## config.mk

```make
export PLATFORM = sky130hd
export DESIGN_NAME = psr_daisy
export DESIGN_NICKNAME = d
export VERILOG_FILES = /design/src/rtl/psr_pkg.sv /design/src/rtl/psr_sync.sv /design/src/rtl/psr_daisy.sv
export VERILOG_INCLUDE_DIRS = /design/src /design/src/rtl
export SDC_FILE = /design/constraint.sdc
export NUM_CORES = 1
export LEC_CHECK = 0
export BUFFER_PORTS_ARGS = -buffer_cell sky130_fd_sc_hd__buf_4
export CORE_UTILIZATION = 30
export CTS_BUF_LIST = sky130_fd_sc_hd__clkbuf_16
export CTS_CLUSTER_SIZE = 30
export DETAILED_ROUTE_END_ITERATION = 8
export GPL_TIMING_DRIVEN = 0
export PLACE_DENSITY = 0.47
export REMOVE_ABC_BUFFERS = 1
export SYNTH_ARGS = -nofsm -noshare
export SYNTH_HDL_FRONTEND = slang
export SYNTH_HIERARCHICAL = 1
export SYNTH_SLANG_ARGS = --single-unit
```

## constraint.sdc

```tcl
create_clock -name clk -period 3.65 [get_ports clk]
set_input_delay 0.5475 -clock clk [delete_from_list [all_inputs] [get_ports clk]]
set_output_delay 0.5475 -clock clk [all_outputs]
set_load 0.01 [all_outputs]
```

## src/rtl/psr_params.svh

```systemverilog
// Constants for the parallel service request and daisy-chain block.
`ifndef PSR_PARAMS_SVH
`define PSR_PARAMS_SVH

// ****************************************************************
// Acknowledge cycle addressing and timing
// ****************************************************************
// Address width of the CPU address bus.
`define PSR_ADDR_W 7
// Address that marks a parallel service acknowledge (plain default).
`define PSR_ACK_ADDR 7'h00
// Clock cycles from the cycle start to cycle done.
`define PSR_DONE_DLY 2

`endif

```

## src/rtl/psr_pkg.sv

```systemverilog
// Types shared by the service request block.
package psr_pkg;
    // States of the acknowledge cycle sequencer.
    typedef enum logic [1:0] {
        PSR_IDLE,
        PSR_WAIT,
        PSR_DONE
    } psr_state_t;
endpackage : psr_pkg

```

## src/rtl/psr_sync.sv

```systemverilog
// Three-stage synchroniser for one asynchronous input pin.
module psr_sync (
    input wire logic clk,
    input wire logic srst,
    input wire logic rst_val,
    input wire logic pin,
    output logic level
);
    // Stages one to three; stage one feeds only stage two.
    logic [2:0] stage;
    logic [2:0] next_stage;
    logic next_level;

    // Shift and accept a change once stages two and three agree.
    always_comb begin
        next_stage = {stage[1:0], pin};
        next_level = (stage[1] == stage[2]) ? stage[2] : level;
        if (srst) begin
            next_stage = {3{rst_val}};
            next_level = rst_val;
        end
    end

    // Register only.
    always_ff @(posedge clk) begin
        stage <= next_stage;
        level <= next_level;
    end
endmodule : psr_sync

```

## src/rtl/psr_daisy.sv

```systemverilog
// Parallel service request and daisy-chain acknowledge logic.
`include "psr_params.svh"
module psr_daisy (
    input wire logic clk,
    input wire logic srst,
    input wire logic negotiation_event,
    input wire logic direction_event,
    input wire logic fifo_event,
    input wire logic par_service_ack_n,
    input wire logic chain_grant_in_n,
    input wire logic cpu_strobe_n,
    input wire logic [`PSR_ADDR_W-1:0] cpu_addr,
    output logic par_service_request_n_o,
    output logic par_service_request_n_oe,
    output logic chain_pass_out_n,
    output logic cycle_done_n,
    output logic ack_taken
);
    // ****************************************************************
    // Block overview
    // ****************************************************************
    // The block keeps one pending flag that only the two port events
    // set. While the flag is set the open-drain request pin is pulled
    // low, and the external pull-up brings it back high otherwise.
    // The CPU side answers with an acknowledge cycle: acknowledge,
    // daisy grant and data strobe all low, with the service address
    // on the address bus.
    // The three strobes come from outside the clock domain, so each
    // passes a three-stage synchroniser first. This costs three to
    // four clocks of latency per edge, which is cheap against the
    // cycle times of the CPU bus and removes any metastability risk.
    // The address bus is only registered once: the CPU holds it
    // stable for the whole strobe, and the strobe itself lags by
    // three clocks, so the registered address has long settled when
    // the qualified strobe is seen.
    // When the cycle is accepted the flag clears unless a port event
    // comes in the same clock, ack_taken pulses for one clock and cycle
    // done goes low after a short fixed delay.
    // Cycle done stays low until the strobe is released, so the CPU
    // may stretch its cycle for as long as it wants.
    // A block without a pending flag hands the grant on through the
    // daisy pass output instead, so a chain of such blocks serves the
    // requester nearest to the CPU first.
    // Limitation: the FIFO event input is only watched by an
    // assertion here; FIFO service belongs on the DMA request path.
    // Limitation: once the request clears, the pass output may open
    // later in the same acknowledge cycle; a chained block only sees
    // that if the CPU keeps its acknowledge low, which it should not.

    // ****************************************************************
    // Elaboration checks
    // ****************************************************************
    // The down counter is two bits wide, so the done delay must lie
    // between one and four clocks; anything else would wrap silently.
    if (`PSR_DONE_DLY < 1 || `PSR_DONE_DLY > 4) begin : g_bad_dly
        $error("Done delay does not fit the cycle counter");
    end

    // ****************************************************************
    // Pin synchronisers
    // ****************************************************************
    // Filtered, active-low pin levels.
    logic ack_n_s;
    logic grant_n_s;
    logic strobe_n_s;
    // Address is held stable by the CPU during the strobe.
    logic [`PSR_ADDR_W-1:0] addr_q;

    psr_sync u_ack (.clk(clk), .srst(srst), .rst_val(1'b1),
        .pin(par_service_ack_n), .level(ack_n_s));
    psr_sync u_grant (.clk(clk), .srst(srst), .rst_val(1'b1),
        .pin(chain_grant_in_n), .level(grant_n_s));
    psr_sync u_strobe (.clk(clk), .srst(srst), .rst_val(1'b1),
        .pin(cpu_strobe_n), .level(strobe_n_s));

    // ****************************************************************
    // Request and acknowledge sequencer
    // ****************************************************************
    // Pending request flag; set by port events only.
    logic pending;
    logic next_pending;
    psr_pkg::psr_state_t state;
    psr_pkg::psr_state_t next_state;
    logic [1:0] cnt;
    logic [1:0] next_cnt;
    logic pass_n;
    logic next_pass_n;
    logic done_n;
    logic next_done_n;
    logic taken;
    logic next_taken;
    logic [`PSR_ADDR_W-1:0] next_addr;
    // Qualified acknowledge: grant, strobe, acknowledge and address.
    logic qualified;

    always_comb begin
        qualified = !grant_n_s && !strobe_n_s && !ack_n_s
            && (addr_q == `PSR_ACK_ADDR);
    end

    // Next-state logic for the request, pass and done outputs.
    always_comb begin
        next_addr = cpu_addr;
        next_state = state;
        next_cnt = cnt;
        next_taken = 1'b0;
        next_done_n = done_n;
        // The FIFO event is deliberately unused here; it belongs on the
        // DMA request path.
        next_pending = pending || negotiation_event
            || direction_event;
        // Pass the grant only when nothing is pending here.
        next_pass_n = !(!ack_n_s && !grant_n_s && !pending);
        unique case (state)
            psr_pkg::PSR_IDLE: begin
                if (qualified && pending) begin
                    next_state = psr_pkg::PSR_WAIT;
                    next_cnt = 2'(`PSR_DONE_DLY - 1);
                    next_taken = 1'b1;
                    // Service clears; a new event in this cycle re-sets.
                    next_pending = negotiation_event || direction_event;
                end
            end
            psr_pkg::PSR_WAIT: begin
                next_cnt = cnt - 2'd1;
                if (cnt == 2'd0) begin
                    next_state = psr_pkg::PSR_DONE;
                    next_done_n = 1'b0;
                end
            end
            psr_pkg::PSR_DONE: begin
                if (strobe_n_s) begin
                    next_state = psr_pkg::PSR_IDLE;
                    next_done_n = 1'b1;
                end
            end
            // The fourth code of the state register is illegal; fall
            // back to idle and release cycle done should it appear.
            default: begin
                next_state = psr_pkg::PSR_IDLE;
                next_done_n = 1'b1;
            end
        endcase
        if (srst) begin
            next_state = psr_pkg::PSR_IDLE;
            next_cnt = 2'd0;
            next_pending = 1'b0;
            next_pass_n = 1'b1;
            next_done_n = 1'b1;
            next_taken = 1'b0;
            next_addr = '0;
        end
    end

    // Register only.
    always_ff @(posedge clk) begin
        state <= next_state;
        cnt <= next_cnt;
        pending <= next_pending;
        pass_n <= next_pass_n;
        done_n <= next_done_n;
        taken <= next_taken;
        addr_q <= next_addr;
    end

    // Open-drain request: drive low while pending.
    assign par_service_request_n_o = 1'b0;
    assign par_service_request_n_oe = pending;
    assign chain_pass_out_n = pass_n;
    assign cycle_done_n = done_n;
    assign ack_taken = taken;

    // ****************************************************************
    // Assertions
    // ****************************************************************
    AST_FIFO_NO_REQ: assert property (@(posedge clk) disable iff (srst)
        (fifo_event && !negotiation_event && !direction_event && !pending
         && !$past(srst)) |=> !pending)
        else $error("FIFO event raised service request");
    AST_EVENT_REQ: assert property (@(posedge clk) disable iff (srst)
        negotiation_event |=> par_service_request_n_oe)
        else $error("Port event did not raise request");
    AST_START: assert property (@(posedge clk) disable iff (srst)
        ack_taken |-> $past(qualified))
        else $error("Cycle started without qualification");
    AST_PASS: assert property (@(posedge clk) disable iff (srst)
        (!ack_n_s && !grant_n_s && !pending) |=> !chain_pass_out_n)
        else $error("Grant not passed on");
    AST_HOLD: assert property (@(posedge clk) disable iff (srst)
        pending |=> chain_pass_out_n)
        else $error("Pass active while request held");
    AST_RELEASE: assert property (@(posedge clk) disable iff (srst)
        ack_n_s |=> chain_pass_out_n)
        else $error("Pass not released");
    AST_DONE: assert property (@(posedge clk) disable iff (srst)
        ack_taken |-> ##2 !cycle_done_n)
        else $error("Cycle done late");
    AST_ADDR: assert property (@(posedge clk) disable iff (srst)
        ack_taken |-> $past(addr_q) == `PSR_ACK_ADDR)
        else $error("Acknowledge with wrong address");
    // A cycle is only accepted while a request is pending here.
    AST_NEED_REQ: assert property (@(posedge clk) disable iff (srst)
        ack_taken |-> $past(pending))
        else $error("Cycle accepted with no request pending");
    // Acceptance clears the request unless a new event came with it.
    AST_CLEAR: assert property (@(posedge clk) disable iff (srst)
        (ack_taken && !$past(negotiation_event)
         && !$past(direction_event)) |-> !pending)
        else $error("Request not cleared by service");
    // Cycle done stands while the strobe is still held low.
    AST_DONE_HOLD: assert property (@(posedge clk) disable iff (srst)
        (!cycle_done_n && !strobe_n_s) |=> !cycle_done_n)
        else $error("Cycle done dropped during strobe");
    // Cycle done ends once the strobe has been released.
    AST_DONE_END: assert property (@(posedge clk) disable iff (srst)
        (!cycle_done_n && strobe_n_s) |=> cycle_done_n)
        else $error("Cycle done held after strobe");
endmodule : psr_daisy

```

=== Yosys cells after proc, flatten, opt, wreduce, memory -nomap -nowiden ===
Cells that the tools add are included.

* Register bits after elaboration: 27
* Input bits: 15
* Logic and storage cells: 56

* Add/subtract/negate cells: 1
* Equality and inequality tests: 8
* Mux-type cells: 11
* Bitwise operators: 1
* Reduce and logical (&&, ||, !) cells: 22

{| class="wikitable"
|+ Operators with widths
! cell !! number
|-
| 7-bit logical NOT || 1
|-
| 1-bit logical AND || 6
|-
| 2-bit 2-to-1 mux || 3
|-
| 2-bit one-hot mux with 3 select lines || 1
|-
| 3-bit AND reduction || 2
|-
| 1-bit logical NOT || 5
|-
| 1-bit 2-to-1 mux || 5
|-
| 2-bit logical NOT || 2
|-
| 2-bit != test (second input constant) || 2
|-
| 2-bit one-hot mux with 2 select lines || 1
|-
| 1-bit equality test || 3
|-
| 1-bit logical OR || 3
|-
| 1-bit one-hot mux with 3 select lines || 1
|-
| 2-bit by 1-bit equality test with 1-bit output (second input constant) || 1
|-
| 2-bit equality test (second input constant) || 1
|-
| 2-bit by 1-bit != test with 1-bit output (second input constant) || 1
|-
| 2-bit AND reduction || 1
|-
| 2-bit nonzero test || 1
|-
| 2-bit OR reduction || 1
|-
| 2-bit by 1-bit subtractor with 2-bit output (second input constant) || 1
|-
| 1-bit NOT || 1
|}

=== Longest topological paths before layout ===
* Word-level depth: 7
* Gate-level depth with buffers: 4
* Depth with buffers taken out: 4

=== Hierarchy ===
The synthesis kept the hierarchy.

{| class="wikitable"
|+ By module, submodules not included
! module !! instances !! cells each !! area each (µm²) !! seq. area each (µm²)
|-
| psr_daisy || 1 || 53 || 545.5 || 300.3
|-
| psr_sync || 3 || 15 || 146.4 || 90.1
|}

=== Worst setup path before layout ===
Ideal clock, no wire load.

* Path type: register to register
* From: register u_grant.level
* To: register cnt[1]
* Data arrival time: 1.039 ns
* Setup slack: 2.494 ns
* Stages on the path, launching flop included: 4
* Path buffers: 0
* Cells stage by stage: edfxtp_1 -> nor4b_2 -> nand4_2 -> a22o_1

* Word-level cells in the longest chain between the ends: 7

{| class="wikitable"
|+ Ends and longest elaborated chain
! element !! line !! RTL
|-
| start, declared || psr_sync.sv:7 || <nowiki>output logic level</nowiki>
|-
| start signal, assigned || psr_sync.sv:27 || <nowiki>level <= next_level;</nowiki>
|-
| 1-bit logical NOT || psr_daisy.sv:97 || <nowiki>qualified = !grant_n_s && !strobe_n_s && !ack_n_s</nowiki>
|-
| 1-bit logical AND (3 in a row) || psr_daisy.sv:97 ||
|-
| 1-bit logical AND || psr_daisy.sv:116 || <nowiki>if (qualified && pending) begin</nowiki>
|-
| 2-bit != test (no line) || n/a ||
|-
| 2-bit AND reduction (no line) || n/a ||
|-
| end signal, assigned || psr_daisy.sv:158 || <nowiki>cnt <= next_cnt;</nowiki>
|-
| end, declared || psr_daisy.sv:84 || <nowiki>logic [1:0] cnt;</nowiki>
|}

Every way passes these cells.
A chain may end at the register's enable or synchronous reset.

=== Worst setup path after layout ===
* From: register pending (netlist: par_service_request_n_oe)
* To: output par_service_request_n_oe

{| class="wikitable"
|+ RTL lines
! element !! line !! RTL
|-
| start, declared || psr_daisy.sv:80 || <nowiki>logic pending;</nowiki>
|-
| start signal, assigned || psr_daisy.sv:159 || <nowiki>pending <= next_pending;</nowiki>
|-
| end, declared || psr_daisy.sv:14 || <nowiki>output logic par_service_request_n_oe,</nowiki>
|}

No word-level cell between the ends.

==> metrics.md <==
| Metric | Value |
|---|---|
| Inserted Clock Buffers | `3` |
| Top cells by count, synth | `24 x dfxtp_1, 14 x inv_1, 13 x o21ai_0` |
| Critical Path End Type | `primary output` |
| Number of I/O port buffers | `17` |
| Core ar. | `3080 um^2` |
| Max Clock Freq | `757 MHz` |
| Power after layout | `0.000622 W` |
| Reg2reg start | `u_grant/level` |
| Vias in the first global route | `631` |
| Critical-path cell list | `buf_4` |
| Synth top area share | `48.8%` |
| Clock sinks | `27` |
| Required @ worst endpoint | `3.10 ns` |
| CP top delay family | `flip-flops` |
| Buf+Inv Stages, Crit Path | `1` |
| Crit path depth | `1` |
| Nets | `136` |
| Post-synth ARST share | `0%` |
| WL final | `1480 um` |
| DR DRC count | `0` |
| Yosys reg bits | `27` |
| Ant diodes | `0` |
| Crit Path Class | `reg2out` |
| Crit path max fanout | `4` |
| Gr ovfl total | `0` |
| Critical path's slowest cell | `dfxtp_1` |
| Via density | `4.12` |
| Fin area | `1240 um^2` |
| Die Area | `3520 um^2` |
| Post-Place Cell Area | `1160 um^2` |
| Top-Level Pins | `20` |
| Share of cells above drive strength 1 | `21.8%` |
| Fin Setup TNS | `0 ns` |
| WL per Instance | `9.08 um` |
| GP Congestion | `0.660` |
| Top cells by area, synth | `dfxtp_1 49%, edfxtp_1 9.1%, o21ai_0 6.6%` |
| Die width | `59.3 um` |
| Worst-Skew Late Latency | `0.26 ns` |
| Status | `complete, no violations` |
| Root buffer cell | `clkbuf_16` |
| Mapped Area | `985 um^2` |
| Startpoint Class | `flip-flop` |
| Die span in y | `59.3 um` |
| Register area share after synthesis | `57.9%` |
| Syn avg cell area | `10.0 um^2` |
| CTS tree | `yes` |
| # placed instances | `159` |
| Global Route Usage Sum | `10.3%` |
| Count leader, synth | `dfxtp_1` |
| Setup Fix Bufs, Post-CTS | `0` |
| Post-cts resize count | `0` |
| YS warnings | `6` |
| Num rows | `20` |
| Hold_buf cts | `0` |
| Final setup viols | `0` |
| CP arrival | `0.77 ns` |
| Unique masters post-synth | `25` |
| First-pass GRT wire length | `2610 um` |
| PwrDens | `501 nW/um^2` |
| Tmin final | `1.32 ns` |
| Post-Syn Instances | `98` |
| Final HPWL DP | `1020 um` |
| Crit path largest cell delay | `0.37 ns` |
| Synth Flop Type | `dfxtp_1` |
| Leakage | `0.535 nW` |
| Worst vdd ir | `0.000242 V` |
| Cell type with the largest total area after synthesis | `dfxtp_1` |
| CTS Buffer Depth | `2` |
| Clock transition at path regs | `0.06 ns` |
| Fin. Hold Viols | `0` |
| R2R setup slack | `2.41 ns` |
| MaxCap Viol Count | `0` |
| Crit. Startpoint | `par_service_request_n_oe` |
| Worst r2r path cells | `3` |
| Starting Density | `32.0%` |
| Max-slew violation count | `0` |
| Antenna viol nets, final | `0` |
| Iter 0 DRT Violations | `11` |
| Worst flop-to-flop path endpoint | `cnt[1]` |
| Initial antenna violation count | `0` |
| DR vias | `672` |
| TritonRoute pass-1 iters | `2` |
| RSZ-0062 raised after global routing | `no` |
| Worst hold path class | `reg2reg` |
| Htree depth | `1` |
| Area grow syn2layout | `26.2%` |
| Largest net degree at the start of global routing | `36` |
| Final period util | `36.2%` |
| Worst setup endpoint | `par_service_request_n_oe` |
| Skew final | `0.00173 ns` |
| Post-synth EDFFs | `3` |
| Layout Cells excl Fill | `163` |
## metrics by stage
stage | util (%) | hold slack [ns] | setup WS (ns)
2_1_floorplan | - | 0.415 | 2.49
3_3_place_gp | 37.8 | 0.419 | 2.32
3_5_place_dp | 37.8 | 0.425 | 2.32
4_1_cts | 40.4 | 0.434 | 2.31
5_1_grt | 40.4 | 0.459 | 2.27
6_report | 40.4 | 0.429 | 2.33
## routing by layer
layer | wire length (um) | share of wire, % | up-vias | global-route usage, %
li1 | - | - | 352 | -
met2 | 654 | 44 | 17 | 16.7
met1 | 700 | 47 | 299 | 11.2
met5 | 0 | 0 | - | 0
met3 | 99 | 6.7 | 4 | 4.80
met4 | 26 | 1.8 | 0 | 5.10
## registers in the layout, summed over array words and instances (netlist names)
signal / count
chain_pass_out_n: 1
u_grant/stage: 3
state: 2
u_grant/level: 1
u_ack/stage: 3
cycle_done_n: 1
u_ack/level: 1
cnt: 2
u_strobe/level: 1
ack_taken: 1
par_service_request_n_oe: 1
u_strobe/stage: 3
addr_q: 7
## power breakdown
group	total, W	switching [W]	internal [W]
registers	0.000331	0.00000980	0.000321
clock network	0.000242	0.0000951	0.000147
logic	0.0000495	0.0000233	0.0000262
total	0.000622	0.000128	0.000494
## worst min-delay path by stage
stage,startpoint,to,slack [ns],cells past startpoint
after floorplan,u_ack/stage[0],u_ack/stage[1],0.42,2
after global placement,u_ack/stage[0],u_ack/stage[1],0.42,2
after detailed placement,u_strobe/stage[0],u_strobe/stage[1],0.42,2
after CTS,u_strobe/stage[0],u_strobe/stage[1],0.43,2
after global routing,u_ack/stage[0],u_ack/stage[1],0.46,2
final,u_strobe/stage[0],u_strobe/stage[1],0.43,2
## area by class of cell
class / instances / area [um^2]
repair buffers: 17 / 128
multi-input cells: 57 / 358
clock inverters: 1 / 3.75
flip-flops and latches: 27 / 571
clock buffers: 3 / 75.1
well taps: 44 / 55.1
inverters: 14 / 52.6
fillers: 313 / 1840
## logic make-up after synthesis
family	share of synthesized area (%)
AOI/OAI and AO/OA	11.7
xor gates and xnor gates	3.56
adders and majority gates	1.27
buffers and inverters	6.48
DFF	57.9
other	0.763
and+or+nand+nor	18.3
## cell usage in the layout, fill, tap and decap left out
master,instances
nor2b_1,9
nand4_2,1
dfxtp_1,24
nor2_1,4
nand2b_1,5
a21o_1,1
conb_1,4
nor4_1,1
o2bb2ai_1,1
or4_1,1
a221oi_2,1
nand2_2,3
a22o_1,1
inv_1,15
nand2_1,2
ha_1,1
edfxtp_1,3
xnor2_1,1
nor4b_2,1
buf_4,17
clkbuf_16,3
o21ai_0,13
xor2_1,3
nor3_1,2
a21oi_1,2
Note: power is estimated with default switching activity, not from simulation.
